==> src/rtl/bmio_pkg.sv <==
// Constants for the bus-shared byte-wide I/O ports block.
// Assumes a 32-bit AXI4-Lite register bus; word index times four is address.
package bmio_pkg;
   // Register word indexes, byte address is index times four
   localparam logic [5:0] THIRD_DIR_IDX = 6'h10;
   localparam logic [5:0] THIRD_DATA_IDX = 6'h11;
   localparam logic [5:0] FOURTH_DIR_IDX = 6'h12;
   localparam logic [5:0] FOURTH_DATA_IDX = 6'h13;
   localparam logic [5:0] FIFTH_DIR_IDX = 6'h14;
   localparam logic [5:0] FIFTH_DATA_IDX = 6'h15;
   localparam logic [5:0] MODE_IDX = 6'h18;
   // Field layout
   localparam int PORT_W = 8;
   localparam int FIFTH_W = 4;
   localparam int ALE_BIT = 0;
   localparam int OE_BIT = 1;
   localparam int WR_BIT = 2;
   localparam int CAP_BIT = 3;
   // Reset values
   localparam logic [7:0] DIR_RST = 8'hff;
   localparam logic [3:0] FIFTH_DIR_RST = 4'hf;
   localparam logic [7:0] DATA_POR = 8'h00;
   // Bus responses
   localparam logic [1:0] RESP_OKAY = 2'h0;
   localparam logic [1:0] RESP_SLVERR = 2'h2;
   // Processor modes
   typedef enum logic [1:0] {
      MODE_MICROPROC = 2'h0,
      MODE_EXT_MCU = 2'h1,
      MODE_MCU = 2'h2,
      MODE_PROT_MCU = 2'h3
   } bmio_mode_e;
   localparam logic [1:0] MODE_RST = 2'h2;
   // Handshake states, one-hot
   typedef enum logic [1:0] {
      ST_IDLE = 2'b01,
      ST_RESP = 2'b10
   } bmio_st_e;
endpackage

==> src/rtl/bmio_ports.sv <==
// Two byte-wide I/O ports and one four-bit port shared with the multiplexed system bus.
// Assumes pins resolved outside from out and active-low enable; core clock.
//
// Design decision made here: the AXI4-Lite register port.
`timescale 1ns/1ps

// Overview of operation
// - Fourth port: eight pins, each input or output
// - Direction one: pin is input, driver off
// - Direction zero: pin drives its latch
// - Data read returns sensed pin levels
// - Data write loads the output latch
// - Bus active: fourth port is high byte
// - Bus only in microprocessor/extended modes
// - Third port bits: I/O or low byte
// - Fifth bit 0: I/O or latch enable
// - Fifth bit 1: I/O or output enable
// - Fifth bit 2: I/O or write strobe
// - Fifth bit 3: I/O or capture input
// - Fifth port upper four bits read zero
// - Direction bits reset to one, all inputs
// - Data latches kept over soft resets
module bmio_ports (
   input wire logic aclk, // Core clock
   input wire logic aresetn, // Power-on/brown-out reset
   input wire logic soft_rst, // Master clear or watchdog pulse
   input wire logic [31:0] awaddr, // Write address
   input wire logic awvalid, // Write address valid
   output logic awready, // Write address ready
   input wire logic [31:0] wdata, // Write data
   input wire logic [3:0] wstrb, // Write byte strobes
   input wire logic wvalid, // Write data valid
   output logic wready, // Write data ready
   output logic [1:0] bresp, // Write response
   output logic bvalid, // Write response valid
   input wire logic bready, // Write response ready
   input wire logic [31:0] araddr, // Read address
   input wire logic arvalid, // Read address valid
   output logic arready, // Read address ready
   output logic [31:0] rdata, // Read data
   output logic [1:0] rresp, // Read response
   output logic rvalid, // Read data valid
   input wire logic rready, // Read data ready
   input wire logic [15:0] bus_ad_out, // Bus address/data to drive
   input wire logic bus_ad_drive, // Bus drives address/data pins
   input wire logic bus_ale, // Bus latch enable strobe
   input wire logic bus_oe_n, // Bus output enable, low active
   input wire logic bus_wr, // Bus write strobe
   output logic [15:0] bus_ad_in, // Sensed address/data pins
   output logic bus_active, // Pins serve the system bus
   output logic capture_four_input, // Capture unit input level
   input wire logic [bmio_pkg::PORT_W-1:0] third_pin_in, // Pin levels
   output logic [bmio_pkg::PORT_W-1:0] third_pin_out, // Pin drive
   output logic [bmio_pkg::PORT_W-1:0] third_pin_oe_n, // Low drives
   input wire logic [bmio_pkg::PORT_W-1:0] fourth_pin_in, // Pin levels
   output logic [bmio_pkg::PORT_W-1:0] fourth_pin_out, // Pin drive
   output logic [bmio_pkg::PORT_W-1:0] fourth_pin_oe_n, // Low drives
   input wire logic [bmio_pkg::FIFTH_W-1:0] fifth_pin_in, // Pin levels
   output logic [bmio_pkg::FIFTH_W-1:0] fifth_pin_out, // Pin drive
   output logic [bmio_pkg::FIFTH_W-1:0] fifth_pin_oe_n // Low drives
);
   import bmio_pkg::*;

   localparam int SYNC_W = 2 * PORT_W + FIFTH_W;

   logic [7:0] third_direction_reg;
   logic [7:0] third_data_reg;
   logic [7:0] fourth_direction_reg;
   logic [7:0] fourth_data_reg;
   logic [3:0] fifth_direction_reg;
   logic [3:0] fifth_data_reg;
   bmio_mode_e mode_reg;
   logic [SYNC_W-1:0] sync1_reg;
   logic [SYNC_W-1:0] sync2_reg;
   logic [7:0] third_level;
   logic [7:0] fourth_level;
   logic [3:0] fifth_level;
   logic bus_sel;
   bmio_st_e wr_st_reg;
   bmio_st_e rd_st_reg;
   logic aw_got_reg;
   logic w_got_reg;
   logic [5:0] wr_idx_reg;
   logic [31:0] wr_data_reg;
   logic wr_byte_reg;
   logic aw_hs;
   logic w_hs;
   logic wr_do;
   logic [31:0] rd_word;
   logic rd_hit;
   logic wr_hit;
   logic [5:0] wr_idx;
   logic [31:0] wr_d;
   logic wr_en;

   // Two-flop synchroniser for all pin inputs
   always_ff @(posedge aclk) begin
      if (!aresetn) begin
         sync1_reg <= '0;
         sync2_reg <= '0;
      end else begin
         sync1_reg <= {fifth_pin_in, fourth_pin_in, third_pin_in};
         sync2_reg <= sync1_reg;
      end
   end

   assign third_level = sync2_reg[PORT_W-1:0];
   assign fourth_level = sync2_reg[2*PORT_W-1:PORT_W];
   assign fifth_level = sync2_reg[SYNC_W-1:2*PORT_W];

   // Bus owns the pins only in the two external modes
   assign bus_sel = (mode_reg == MODE_MICROPROC) ||
                    (mode_reg == MODE_EXT_MCU);

   // Write channel handshakes
   assign aw_hs = awvalid && awready;
   assign w_hs = wvalid && wready;
   assign wr_do = (wr_st_reg == ST_IDLE) && (aw_got_reg || aw_hs) &&
                  (w_got_reg || w_hs);

   // Write side handshake state
   always_ff @(posedge aclk) begin
      if (!aresetn) begin
         wr_st_reg <= ST_IDLE;
         aw_got_reg <= 1'b0;
         w_got_reg <= 1'b0;
         awready <= 1'b0;
         wready <= 1'b0;
         bvalid <= 1'b0;
         bresp <= RESP_OKAY;
         wr_idx_reg <= '0;
         wr_data_reg <= '0;
         wr_byte_reg <= 1'b0;
      end else begin
         unique case (wr_st_reg)
            ST_IDLE: begin
               if (aw_hs) begin
                  wr_idx_reg <= awaddr[7:2];
               end
               if (w_hs) begin
                  wr_data_reg <= wdata;
                  wr_byte_reg <= wstrb[0];
               end
               if (wr_do) begin
                  wr_st_reg <= ST_RESP;
                  bvalid <= 1'b1;
                  bresp <= wr_hit ? RESP_OKAY : RESP_SLVERR;
                  awready <= 1'b0;
                  wready <= 1'b0;
                  aw_got_reg <= 1'b0;
                  w_got_reg <= 1'b0;
               end else begin
                  aw_got_reg <= aw_got_reg || aw_hs;
                  w_got_reg <= w_got_reg || w_hs;
                  awready <= !(aw_got_reg || aw_hs);
                  wready <= !(w_got_reg || w_hs);
               end
            end
            ST_RESP: begin
               if (bready) begin
                  wr_st_reg <= ST_IDLE;
                  bvalid <= 1'b0;
                  awready <= 1'b1;
                  wready <= 1'b1;
               end
            end
         endcase
      end
   end

   // Pending write, either channel may have been taken earlier
   assign wr_idx = aw_got_reg ? wr_idx_reg : awaddr[7:2];
   assign wr_d = w_got_reg ? wr_data_reg : wdata;
   assign wr_en = wr_do && (w_got_reg ? wr_byte_reg : wstrb[0]);

   // Address check on the pending write
   always_comb begin
      wr_hit = 1'b0;
      if (wr_idx == THIRD_DIR_IDX || wr_idx == THIRD_DATA_IDX ||
          wr_idx == FOURTH_DIR_IDX || wr_idx == FOURTH_DATA_IDX ||
          wr_idx == FIFTH_DIR_IDX || wr_idx == FIFTH_DATA_IDX ||
          wr_idx == MODE_IDX) begin
         wr_hit = 1'b1;
      end
   end

   // Direction writes; any reset returns every direction bit to input
   always_ff @(posedge aclk) begin
      if (!aresetn || soft_rst) begin
         third_direction_reg <= DIR_RST;
         fourth_direction_reg <= DIR_RST;
         fifth_direction_reg <= FIFTH_DIR_RST;
      end else if (wr_en) begin
         if (wr_idx == THIRD_DIR_IDX) third_direction_reg <= wr_d[7:0];
         if (wr_idx == FOURTH_DIR_IDX) begin
            fourth_direction_reg <= wr_d[7:0];
         end
         if (wr_idx == FIFTH_DIR_IDX) fifth_direction_reg <= wr_d[3:0];
      end
   end

   // Processor mode, kept over soft reset
   always_ff @(posedge aclk) begin
      if (!aresetn) begin
         mode_reg <= bmio_mode_e'(MODE_RST);
      end else if (wr_en && wr_idx == MODE_IDX) begin
         mode_reg <= bmio_mode_e'(wr_d[1:0]);
      end
   end

   // Latches clear to DATA_POR on power-on reset; kept over soft reset
   always_ff @(posedge aclk) begin
      if (!aresetn) begin
         third_data_reg <= DATA_POR;
         fourth_data_reg <= DATA_POR;
         fifth_data_reg <= DATA_POR[3:0];
      end else if (wr_en) begin
         if (wr_idx == THIRD_DATA_IDX) third_data_reg <= wr_d[7:0];
         if (wr_idx == FOURTH_DATA_IDX) fourth_data_reg <= wr_d[7:0];
         if (wr_idx == FIFTH_DATA_IDX) fifth_data_reg <= wr_d[3:0];
      end
   end

   // Read mux; data registers show sensed pin levels
   always_comb begin
      rd_word = '0;
      rd_hit = 1'b1;
      unique case (araddr[7:2])
         THIRD_DIR_IDX: rd_word[7:0] = third_direction_reg;
         THIRD_DATA_IDX: rd_word[7:0] = third_level;
         FOURTH_DIR_IDX: rd_word[7:0] = fourth_direction_reg;
         FOURTH_DATA_IDX: rd_word[7:0] = fourth_level;
         FIFTH_DIR_IDX: rd_word[3:0] = fifth_direction_reg;
         FIFTH_DATA_IDX: rd_word[3:0] = fifth_level;
         MODE_IDX: rd_word[1:0] = mode_reg;
         default: rd_hit = 1'b0;
      endcase
   end

   // Read side handshake state
   always_ff @(posedge aclk) begin
      if (!aresetn) begin
         rd_st_reg <= ST_IDLE;
         arready <= 1'b0;
         rvalid <= 1'b0;
         rdata <= '0;
         rresp <= RESP_OKAY;
      end else begin
         unique case (rd_st_reg)
            ST_IDLE: begin
               if (arvalid && arready) begin
                  rd_st_reg <= ST_RESP;
                  arready <= 1'b0;
                  rvalid <= 1'b1;
                  rdata <= rd_word;
                  rresp <= rd_hit ? RESP_OKAY : RESP_SLVERR;
               end else begin
                  arready <= 1'b1;
               end
            end
            ST_RESP: begin
               if (rready) begin
                  rd_st_reg <= ST_IDLE;
                  rvalid <= 1'b0;
                  arready <= 1'b1;
               end
            end
         endcase
      end
   end

   // Pin drivers: bus override or latch and direction
   always_ff @(posedge aclk) begin
      if (!aresetn) begin
         third_pin_out <= '0;
         fourth_pin_out <= '0;
         fifth_pin_out <= '0;
         third_pin_oe_n <= '1;
         fourth_pin_oe_n <= '1;
         fifth_pin_oe_n <= '1;
      end else if (bus_sel) begin
         third_pin_out <= bus_ad_out[7:0];
         fourth_pin_out <= bus_ad_out[15:8];
         third_pin_oe_n <= {PORT_W{!bus_ad_drive}};
         fourth_pin_oe_n <= {PORT_W{!bus_ad_drive}};
         fifth_pin_out[ALE_BIT] <= bus_ale;
         fifth_pin_out[OE_BIT] <= bus_oe_n;
         fifth_pin_out[WR_BIT] <= bus_wr;
         fifth_pin_oe_n[WR_BIT:ALE_BIT] <= 3'h0;
         fifth_pin_out[CAP_BIT] <= fifth_data_reg[CAP_BIT];
         fifth_pin_oe_n[CAP_BIT] <= fifth_direction_reg[CAP_BIT];
      end else begin
         third_pin_out <= third_data_reg;
         fourth_pin_out <= fourth_data_reg;
         fifth_pin_out <= fifth_data_reg;
         third_pin_oe_n <= third_direction_reg;
         fourth_pin_oe_n <= fourth_direction_reg;
         fifth_pin_oe_n <= fifth_direction_reg;
      end
   end

   // Sensed values toward bus logic and capture unit
   always_ff @(posedge aclk) begin
      if (!aresetn) begin
         bus_ad_in <= '0;
         bus_active <= 1'b0;
         capture_four_input <= 1'b0;
      end else begin
         bus_ad_in <= {fourth_level, third_level};
         bus_active <= bus_sel;
         capture_four_input <= fifth_level[CAP_BIT];
      end
   end
endmodule

==> config.mk <==
export PLATFORM = sky130hd
export DESIGN_NAME = bmio_ports
export DESIGN_NICKNAME = d
export VERILOG_FILES = /design/src/rtl/bmio_pkg.sv /design/src/rtl/bmio_ports.sv
export SDC_FILE = /design/constraint.sdc
export NUM_CORES = 1
export LEC_CHECK = 0
export BUFFER_PORTS_ARGS = -buffer_cell sky130_fd_sc_hd__buf_2
export CORE_ASPECT_RATIO = 1.75
export CORE_MARGIN = 8
export CORE_UTILIZATION = 25
export CTS_CLUSTER_DIAMETER = 30
export DETAILED_ROUTE_END_ITERATION = 10
export MAX_ROUTING_LAYER = met4
export SYNTH_ARGS = -nofsm -noshare
export SYNTH_HDL_FRONTEND = slang
export SYNTH_SLANG_ARGS = --single-unit
==> constraint.sdc <==
create_clock -name aclk -period 1.7 [get_ports aclk]
set_input_delay 0.085 -clock aclk [delete_from_list [all_inputs] [get_ports aclk]]
set_output_delay 0.085 -clock aclk [all_outputs]
set_load 0.02 [all_outputs]
# --- After elaboration in Yosys (flattened, before gate mapping) ---
# Index checks and enable logic that the tools add are counted.
totals:
  input_bits: 148
  elab_cells: 129
  output_inout_bits: 99
  reg_bits: 178
op_classes:
  mux: 38
  eq_ne: 23
  n_reduce_logical: 35
op_table:
  columns: ["op", "n"]
  rows:
  - ["$eq A6 B5 Y1 const B", 14]
  - ["$mux W8", 5]
  - ["$reduce_and A2 Y1", 12]
  - ["$pmux W4 S4", 1]
  - ["$mux W1", 14]
  - ["$pmux W2 S7", 1]
  - ["$mux W2", 6]
  - ["$pmux W2 S6", 1]
  - ["$logic_or A1 B1 Y1", 10]
  - ["$pmux W1 S2", 5]
  - ["$ne A2 B2 Y1 const B", 4]
  - ["$pmux W2 S2", 2]
  - ["$logic_and A1 B1 Y1", 7]
  - ["$reduce_or A7 Y1", 1]
  - ["$eq A2 B1 Y1 const B", 3]
  - ["$mux W3", 2]
  - ["$mux W6", 1]
  - ["$eq A2 B2 Y1 const B", 2]
  - ["$logic_not A1 Y1", 4]
  - ["$logic_not A2 Y1", 1]

# --- Longest topological paths before layout ---
# Gate-level depths: netlist (run 1).
depth:
  word_depth: 10
  depth_mapped: 6
  mapped_depth_nobuf: 4

# --- Least setup slack after synthesis (run 1) ---
# No wires, ideal clock.
synth_path:
  kind: "register -> register"
  start: "register aw_got_reg"
  end: "register fourth_data_reg[0]"
  arrival_ns: 1.707
  synth_period_minus_slack_ns: 1.778
  path_stages_with_launch: 7
  required_ns: 1.628
  n_path_buf: 2
  path_slack_ns: -0.078
  setup_ns: 0.072
  path_cell_list: "dfxtp_1 buf_6 or3b_4 a211oi_4 and4b_1 buf_4 mux2i_1"
synth_via:
  elab_chain_cells: 5
  elab_cells_between_ends: 7
  classes_between: "eq/ne: 1; mux: 1; reduce/logical: 5"
synth_rtl:
  columns: ["item", "line_no", "rtl"]
  rows:
  - ["from (decl)", "bmio_ports.sv:81", "logic aw_got_reg;"]
  - ["from (signal assigned)", "bmio_ports.sv:153", "aw_got_reg <= aw_got_reg || aw_hs;"]
  - ["parallel branches: the longest is 4 deep, another holds $mux W6", null, null]
  - ["$reduce_and A2 Y1 (no line) (*)", null, null]
  - ["to (signal assigned)", "bmio_ports.sv:219", "if (wr_idx == FOURTH_DATA_IDX) fourth_data_reg <= wr_d[7:0];"]
  - ["to (decl)", "bmio_ports.sv:69", "logic [7:0] fourth_data_reg;"]
# Every way passes the cells marked *.
# A chain may end at the register's enable or synchronous reset.

# --- Worst setup path in the final report (run 1) ---
layout_path:
  start: "register aw_got_reg"
  end: "register third_direction_reg[6]"
layout_via:
  elab_chain_cells: 5
  elab_cells_between_ends: 7
  classes_between: "eq/ne: 1; mux: 1; reduce/logical: 5"
layout_rtl:
  columns: ["item", "line_no", "rtl"]
  rows:
  - ["parallel branches: the longest is 4 deep, another holds $mux W6", null, null]
  - ["$reduce_and A2 Y1 (no line) (*)", null, null]
  - ["to (signal assigned)", "bmio_ports.sv:194", "if (wr_idx == THIRD_DIR_IDX) third_direction_reg <= wr_d[7:0];"]
  - ["to (decl)", "bmio_ports.sv:66", "logic [7:0] third_direction_reg;"]
# Marked as above.

==> run metrics, run 1 <==
first-pass GRT wire length=28800 um; post-synthesis xor/xnor area fraction=0%; fmax=0.582 GHz; Total GRT Usage=12.1%; DIE AREA=0.0318 mm2; DRC=0; I/O pin count=about 250; Final #Nets=1011; Core Area=roughly 0.026 mm2; antenna viol nets, final=0; CP Launch Type=flip-flop; Worst-Margin Slew=1.25 ns; vias in the first global route=5374; grt peak-use layer=met2; Worst setup EP type=flip-flop; met3 Usage GRT=3.36%; antenna violations before repair=2; Setup-failing EPs final=12; largest net degree at the start of global routing=46; post-synthesis sequential area ratio=53.3%; maximum net fanout on the critical path=8; pre-CTS setup slack=-0.0308 ns; CTS sink cnt=174; VDD IR max=0.642 mV; post-route setup slack=-0.0174 ns; Netlist Area Pre-Place=approximately 0.0065 mm2; Power Dens Cells=1060 mW/mm2; CTS Buffer Depth=2; H-tree levels=4; post-DP HPWL=14300 um; period utilization=101%; Starting Density=25.3%; clk root buf=clkbuf_16; Yosys reg bits=between 150 and 200; DIE HEIGHT=230 um; post-synthesis mux area share=about an eighth; IO buf count=roughly 140; First DRT Iteration DRCs=226; postcts setup bufs=0; outcome=finished with violations; GPL Wtd Cong=0.776; grt total ovfl=0; Vias/cell=4.26; Cell variety after synth=48; GRT met2 Usage=21.9%; Die Wd=138 um; top_reg_cell synth=dfxtp_1; DRT Wirelength=18700 um; latest clock arrival within the worst-skew pair=~0.44 ns; post-layout util=34.2%; Reg clk slew, reported paths=0.07 ns; post-synth top area cell=dfxtp_1; wire per inst=15.6 um; violated checks=setup timing; dominant cells by area after synthesis=dfxtp_1, mux2i_1, and2_1, nand2_1, nor2_1; Yosys top cell area share=53.3%; critical path class=reg2reg; Synth Area in Compound Gates=about 7.2%; CP arrival=2.03 ns; simple-gate portion of the synthesized area=a little over a fifth; syn_area_per_cell=9.97 um2; most frequent cell after synthesis=dfxtp_1; total CTS buffers=17; headroom to the max-slew limit=16.2%; row count=78; Hold Fails Final Rpt=0; area grow syn2layout=35.3%; DR vias=5101; largest family of logic cells by synthesized area=simple AND/OR/NAND/NOR gates; Synth top cells by count=dfxtp_1, nand2_1, nor2_1, mux2i_1, and2_1; RSZ-0062 raised after global routing=true; fraction of layout cells with a size suffix above 1=approximately a quarter; YS warnings=0; max_cap viols=0; Required @ worst endpoint=2.02 ns; Post-Synth Adder-Cell Area=0%; first-pass detailed-route iteration total=4; Post-synth EDFFs=0; TritonCTS clock tree=built; Post-Syn Instances=about 660; M1 GR Usage=11.5%; Final Critical Period=1.72 ns; Leak Pwr=4.07 nW; skew final=between 0.01 and 0.015 ns; Final Max Tran Viols=0; Hold Crit Class=in2reg; FFs w/ async S/R, synth=0%
==> worst paths after layout <==
path                                               end  slack, ns          start  cells past startpoint
worst max register to register  third_direction_reg[6]      -0.02     aw_got_reg                      6
worst min register to register           sync2_reg[12]       0.43  sync1_reg[12]                      1
worst max-delay path            third_direction_reg[6]      -0.02     aw_got_reg                      6
worst min-delay path                           arready       0.04        arvalid                      4
==> power breakdown <==
part | leakage, nW | switching [mW] | internal (mW)
clock | 0.309 | 1.71 | 2.49
combinational | 2.34 | 0.539 | 0.401
sequential | 1.42 | 0.0767 | 4.20
total | 4.07 | 2.32 | 7.10
==> worst max-delay path, stage by stage, from the launching register on <==
cell	delay (ns)
dfxtp_2	0.34
or3b_4	0.40
a211oi_4	0.26
buf_4	0.18
nand4_2	0.13
buf_12	0.17
mux2i_1	0.12
==> what timing repair did <==
action                                 CTS  global route
resized for setup                        2             0
cloned                                   0             0
hold buffers                            56             0
pin swaps                                1             1
endpoints found under the hold margin   60             0
setup endpoints to repair               28            40
==> cells by family (layout without fill, tap and decap cells) <==
group	Yosys count	in the layout
flip-flops	174	174
buffers and inverters	63	258
AO/OA/AOI/OAI	71	71
multiplexers	80	80
AND/OR/NAND/NOR	267	267
other	1	28
==> metal layers <==
metal  routed length (um)  up-vias  share of wire (%)
met5                    0        -                  0
met4                  607        0                3.2
met3                  862       27                4.6
met2                10000      156                 53
met1                 7270     2339                 39
li1                     -     2579                  -
==> area by class of cell <==
| cell class | instances | area, um2 |
|---|---|---|
| multi-input cells | 444 | 2820 |
| diodes | 2 | 5.00 |
| repair buffers | 223 | 1500 |
| well taps | 320 | 400 |
| clock buffers | 18 | 429 |
| inverters | 3 | 11.3 |
| clock inverters | 14 | 204 |
| flip-flops and latches | 174 | 3490 |
| fillers | 2583 | 17000 |
==> stage by stage <==
step	total power [mW]	cell area, um2	hold WS (ns)	TNS (ns)	cells
2_1_floorplan	4.94	6640	0.212	-0.700	681
3_3_place_gp	5.20	7650	0.291	-0.495	1108
3_5_place_dp	5.21	7650	0.294	-0.539	1108
4_1_cts	9.55	8840	0.0000845	-0.384	1196
5_1_grt	9.82	8850	0.0498	-1.31	1198
6_report	9.42	8850	0.0378	-0.0548	1198
==> layout by cell type, fill, tap and decap left out, types with 11 or more instances in the layout <==
cell type / Yosys / final
dfxtp_1: 174 / 172
buf_2: 1 / 141
nand2_1: 72 / 72
nor2_1: 72 / 72
mux2i_1: 65 / 65
and2_1: 59 / 59
dlygate4sd3_1: 0 / 56
conb_1: 1 / 26
buf_4: 27 / 23
a21oi_1: 20 / 20
a21o_1: 17 / 17
nand3_1: 17 / 17
clkbuf_16: 0 / 17
o21ai_0: 12 / 12
mux2_2: 11 / 11
No activity file was read; power rests on OpenSTA's default activity.
==> run 2: changes to the inputs <==
--- a/config.mk
+++ b/config.mk
@@ -11,6 +11,7 @@
 export CORE_UTILIZATION = 25
 export CTS_CLUSTER_DIAMETER = 30
 export DETAILED_ROUTE_END_ITERATION = 10
+export HOLD_SLACK_MARGIN = 0.1
 export MAX_ROUTING_LAYER = met4
 export SYNTH_ARGS = -nofsm -noshare
 export SYNTH_HDL_FRONTEND = slang
==> constraint.sdc (replaced) <==
create_clock -name aclk -period 1.9 [get_ports aclk]
set_input_delay 0.095 -clock aclk [delete_from_list [all_inputs] [get_ports aclk]]
set_output_delay 0.095 -clock aclk [all_outputs]
set_load 0.02 [all_outputs]
==> run 2 against run 1 <==
  * The run now ends clean
  * Register-to-register slack better by 0.14 ns
  * Largest power group unchanged
  * Non-clock buffer count unchanged
  * Sequential share of layout area up 0.41 points
  * Clock power down 21%
  * Clock skew down 0.00051 ns
  * Via count up 1.2%
  * Critical path type unchanged
  * First-iteration DRC count down 14%
  * Largest cell class unchanged
  * Sequential cell count unchanged
  * Die area unchanged
  * Global-route usage up 0.39 points
  * Wire length up 2.4%
  * Worst setup slack better by 0.14 ns
==> run metrics, run 2 (synthesized netlist as in run 1, its figures left out) <==
Finished Cell Area=0.00876 mm2 (-1.1%); IO buf count=141 (unchanged); vias in the first global route=5519 (+2.7%); critical path class=reg2reg; headroom to the max-slew limit=54.2% (+38 points); area grow syn2layout=33.9%; I/O pin count=247 (unchanged); DRT Wirelength=19200 um (+2.4%); VDD IR max=0.616 mV (-4.1%); R2R depth=5 (-1); outcome=finished clean; Final Power=7.98 mW (-15%); DR vias=5163 (+1.2%); maximum net fanout on the critical path=8 (unchanged); Vias/cell=4.31 (+1.2%); antenna viol nets, final=0 (unchanged); hold depth=4 (unchanged); period utilization=93.7% (-7.3 points); register area=0.00348 mm2 (about the same); Hold Crit Class=in2reg; Starting Density=25.3% (unchanged); CP Launch Type=flip-flop; Net Switching=2.15 mW (-7.4%); Core Area=0.0259 mm2 (unchanged); switching part of the total power=27.0% (+2.3 points); Die Wd=138 um (unchanged); placed inst area=0.00760 mm2 (-0.69%); antenna violations before repair=2 (unchanged); total CTS buffers=17 (unchanged); GPL Wtd Cong=0.765 (-1.5%); Power Dens Cells=911 mW/mm2 (-14%); Final Critical Period=1.78 ns (+0.0635 ns); largest net degree at the start of global routing=49 (+6.5%); most common cell after layout, fill and taps aside=dfxtp_1; post-route setup slack=0.119 ns (+0.136 ns); latest clock arrival within the worst-skew pair=0.44 ns (about the same); post-DP HPWL=14300 um (+0.67%); CP arrival=2.10 ns (+0.07 ns); Setup-failing EPs final=0 (-12); Reg clk slew, reported paths=0.07 ns (about the same); Internal=5.83 mW (-18%); first-pass detailed-route iteration total=4 (unchanged); sequential share of power=47.9% (+2.5 points); Total GRT Usage=12.5% (+0.39 points); area of the multi-input gates=0.00282 mm2 (about the same); Final Max Tran Viols=0 (unchanged); H-tree levels=4 (unchanged); Comb pwr share=10.5% (+0.5 points); Required @ worst endpoint=2.22 ns (+0.20 ns); Final #Nets=1011 (unchanged); RSZ-0062 raised after global routing=false; Worst-Margin Slew=0.687 ns (-0.562 ns); fmax=0.562 GHz (-3.6%); clk root buf=clkbuf_16; grt total ovfl=0 (unchanged); DIE AREA=0.0318 mm2 (unchanged); fill count=2639 (+2.2%); first-pass GRT wire length=29900 um (+3.7%); most frequent cells in the layout=dfxtp_1, buf_2, nand2_1; Leak Pwr=4.00 nW (-1.6%); fraction of layout cells with a size suffix above 1=25.5% (-0.46 points); row count=78 (unchanged); wire per inst=16.0 um (+2.4%); clock power share=41.5% (-3.1 points); CTS sink cnt=174 (unchanged); DIE HEIGHT=230 um (unchanged); pre-CTS setup slack=-0.0135 ns (+0.0173 ns); skew final=0.00981 ns (-0.000513 ns); DRC=0 (unchanged); max_cap viols=0 (unchanged); post-layout util=33.9% (-0.36 points); CTS Buffer Depth=2 (unchanged); Worst setup EP type=flip-flop; Hold Fails Final Rpt=0 (unchanged); First DRT Iteration DRCs=194 (-14%); TritonCTS clock tree=built
==> run 2: cell types whose count changed in the layout (fill, tap and decap cells not counted), sizes merged <==
cell         delta
bufinv          -4
buf             -3
clkinvlp        +3
dlygate4sd3     +3
inv             +1
==> run 2: what timing repair did <==
item	4_1_cts	5_1_grt
hold endpoints to repair	70	0
pin swaps	0	1
setup endpoints to repair	8	5
buffers inserted	0	0
hold buffers	59	0
gates resized for setup	1	1
==> run 2: final timing paths <==
path / startpoint / slack (ns) / end
worst min-delay path: wvalid / 0.14 / wready
worst max-delay path: aw_got_reg / 0.12 / fourth_direction_reg[5]
worst min register to register: sync1_reg[1] / 0.43 / sync2_reg[1]
worst max register to register: aw_got_reg / 0.12 / fourth_direction_reg[5]
==> run 2: layout make-up <==
type | instances | area share [%]
diodes | 2 | 0.0572
clock buffers | 18 | 4.90
multi-input cells | 444 | 32.2
inverters | 3 | 0.129
repair buffers | 223 | 16.9
flip-flops and latches | 174 | 39.8
clock inverters | 14 | 1.46
well taps | 320 | 4.57
==> run 2: critical path, stage by stage (launching register included) <==
cell and delay (ns):
dfxtp_1 0.34, or3b_4 0.42, a211oi_4 0.29, buf_4 0.19
nand4_4 0.23, mux2i_1 0.20
==> run 2: metrics by stage <==
step / instances / hold slack, ns / setup TNS [ns]
global placement: 1105 / 0.301 / -0.0444
global route: 1198 / 0.159 / 0
CTS: 1196 / 0.102 / 0
floorplan: 681 / 0.222 / 0
finish: 1198 / 0.140 / 0
detailed placement: 1105 / 0.304 / -0.0660
==> run 2: per-layer routing <==
layer	track usage, %	part of all wire (%)	up-vias
li1	-	-	2577
met1	12.0	39	2415
met2	22.1	53	141
met3	3.24	4.2	30
met4	7.78	3.8	0
met5	-	0	-
==> run 2: power by group through the flow <==
stage,sequential [mW],combinational (mW),clock [mW]
after floorplan,3.93,0.481,0
after global placement,3.90,0.736,0
after detailed placement,3.91,0.742,0
after CTS,3.82,0.847,3.42
after global routing,3.84,0.918,3.57
final,3.82,0.839,3.31
==> run 3: changes to the inputs <==
--- a/config.mk
+++ b/config.mk
@@ -6,7 +6,7 @@
 export NUM_CORES = 1
 export LEC_CHECK = 0
 export BUFFER_PORTS_ARGS = -buffer_cell sky130_fd_sc_hd__buf_2
-export CORE_ASPECT_RATIO = 1.75
+export CORE_ASPECT_RATIO = 1.1
 export CORE_MARGIN = 8
 export CORE_UTILIZATION = 25
 export CTS_CLUSTER_DIAMETER = 30
==> run 3 against run 2 <==
  * Fmax decreased by 0.94%
  * Final area up 0.67%
  * Final cell count increased by 2.4%
  * Global-route usage decreased by 0.17 points
  * Die area fell by 0.62%
  * Sequential cell count unchanged
  * Worst hold slack better by 0.0057 ns
  * Count of clock-buffer cells in the layout up 3
  * Via count is 1.2% lower
  * Worst setup slack lost 0.017 ns
  * Total power increased by 3.1%
==> run metrics, run 3 (synthesized netlist as in run 1, its figures left out) <==
outcome=finished clean; DRT Wirelength=18700 um (-2.4%); Worst-Margin Slew=1.15 ns (+0.463 ns); grt total ovfl=0 (unchanged); Vias/cell=4.16 (-3.5%); Worst setup EP type=flip-flop; first-pass GRT wire length=29100 um (-2.6%); fmax=0.556 GHz (-0.94%); DIE HEIGHT=186 um (-19%); most frequent cells in the layout=dfxtp_1, buf_2, nand2_1, nor2_1, mux2i_1; Hold Crit Class=in2reg; antenna violations before repair=2 (unchanged); Final Critical Period=1.80 ns (+0.0168 ns); Critical R2R Capture=mode_reg[0]; fraction of layout cells with a size suffix above 1=25.1% (-0.37 points); period utilization=94.6% (+0.89 points); total CTS buffers=17 (unchanged); Total GRT Usage=12.3% (-0.17 points); crit-path max cell delay=0.35 ns (-0.07 ns); CP arrival=2.13 ns (+0.03 ns); max_cap viols=0 (unchanged); area of the multi-input gates=0.00281 mm2 (-0.22%); Reg clk slew, reported paths=0.07 ns (about the same); Inst Count DP=1132 (+2.4%); Hold Fails Final Rpt=0 (unchanged); I/O pin count=247 (unchanged); row count=62 (-21%); RSZ-0062 raised after global routing=true; most common cell after layout, fill and taps aside=dfxtp_1; H-tree levels=4 (unchanged); Leak Pwr=4.01 nW (+0.35%); setup_tns=0 ns (unchanged); TritonCTS clock tree=built; post-DP HPWL=13500 um (-5.6%); headroom to the max-slew limit=22.8% (-31 points); VDD IR max=0.560 mV (-9.2%); Required @ worst endpoint=2.24 ns (+0.02 ns); IO buf count=141 (unchanged); CP Launch Type=flip-flop; FF-to-FF Start=aw_got_reg; Starting Density=25.2% (-0.046 points); Setup-failing EPs final=0 (unchanged); critical path class=reg2reg; first-pass detailed-route iteration total=4 (unchanged); Core Area=0.0259 mm2 (+0.18%); antenna viol nets, final=0 (unchanged); wire per inst=15.3 um (-4.7%); DR vias=5101 (-1.2%); register area=0.00348 mm2 (unchanged); post-layout util=34.0% (+0.16 points); CP cell instances=buf_6, nand3b_1, a211oi_4, buf_4, and4_1, mux2i_1; R2R setup slack=0.10 ns (-0.02 ns); area grow syn2layout=34.8%; skew final=0.0198 ns (+0.00996 ns); Final #Nets=1008 (-0.30%); CTS sink cnt=174 (unchanged); vias in the first global route=5256 (-4.8%); Power Dens Cells=933 mW/mm2 (+2.4%); maximum net fanout on the critical path=17 (+9); Final Power=8.23 mW (+3.1%); CP max stage cell=dfxtp_1; First DRT Iteration DRCs=277 (+43%); Die Wd=170 um (+23%); DIE AREA=0.0316 mm2 (-0.62%); Final Max Tran Viols=0 (unchanged); fin cells=1227 (+2.4%); GPL Wtd Cong=0.788 (+3.0%); DRC=0 (unchanged); CP Capture Point=mode_reg[0]; R2R depth=6 (+1); latest clock arrival within the worst-skew pair=0.43 ns (about the same); clk root buf=clkbuf_16; crit path from=aw_got_reg; fill count=2681 (+1.6%); largest net degree at the start of global routing=61 (+24%); CTS Buffer Depth=2 (unchanged)
run 3: how the worst min path moves through the flow:
| stage | start | end | slack [ns] | cells after the start |
|---|---|---|---|---|
| finish | wvalid | wready | 0.15 | 4 |
| floorplan | third_pin_in[0] | sync1_reg[0] | 0.22 | 1 |
| CTS | wvalid | wready | 0.12 | 4 |
| detailed placement | third_pin_in[3] | sync1_reg[3] | 0.30 | 2 |
| global placement | fourth_pin_in[5] | sync1_reg[13] | 0.30 | 2 |
| global route | araddr[3] | rdata[2] | 0.15 | 3 |
run 3: worst max-delay path: cells and delay by family (launching register included):
| family | cells | cell delay (ns) |
|---|---|---|
| simple gates | 2 | 0.49 |
| flops | 1 | 0.35 |
| buf+inv | 2 | 0.35 |
| compound gates | 1 | 0.31 |
| mux | 1 | 0.21 |
run 3: final cells by class:
cell class / instances / area share [%]
Timing Repair Buffer: 220 / 16.6
Clock buffer: 21 / 5.34
Inverter: 3 / 0.128
Tap cell: 352 / 5.00
Antenna cell: 2 / 0.0568
Clock inverter: 11 / 1.48
Multi-Input combinational cell: 444 / 31.9
Sequential cell: 174 / 39.5
run 3: repair_timing:
item | 4_1_cts | 5_1_grt
hold buffers | 59 | 0
gates resized for setup | 0 | 2
setup buffers | 1 | 1
hold endpoints to repair | 62 | 0
endpoints found under the setup margin | 1 | 33
pin swaps | 1 | 2
run 3: power breakdown:
group | total [mW] | internal, mW | switching (mW)
Sequential | 3.83 | 3.76 | 0.0659
Combinational | 0.836 | 0.356 | 0.480
Clock | 3.56 | 2.06 | 1.50
run 3: per-layer routing:
layer / wire length [um] / track usage (%) / vias up
met5: 0 / - / -
met4: 155 / 3.16 / 0
met3: 1110 / 3.33 / 9
met2: 8520 / 19.3 / 149
met1: 8940 / 15.6 / 2370
li1: - / - / 2573
run 3: stage by stage:
step | hold slack (ns) | setup WS, ns | cell area (um2)
after detailed placement | 0.304 | 0.0507 | 7600
final | 0.146 | 0.102 | 8810
after floorplan | 0.222 | 0.122 | 6630
after CTS | 0.120 | 0.0457 | 8800
after global placement | 0.301 | 0.0892 | 7600
after global routing | 0.151 | -0.00723 | 8810
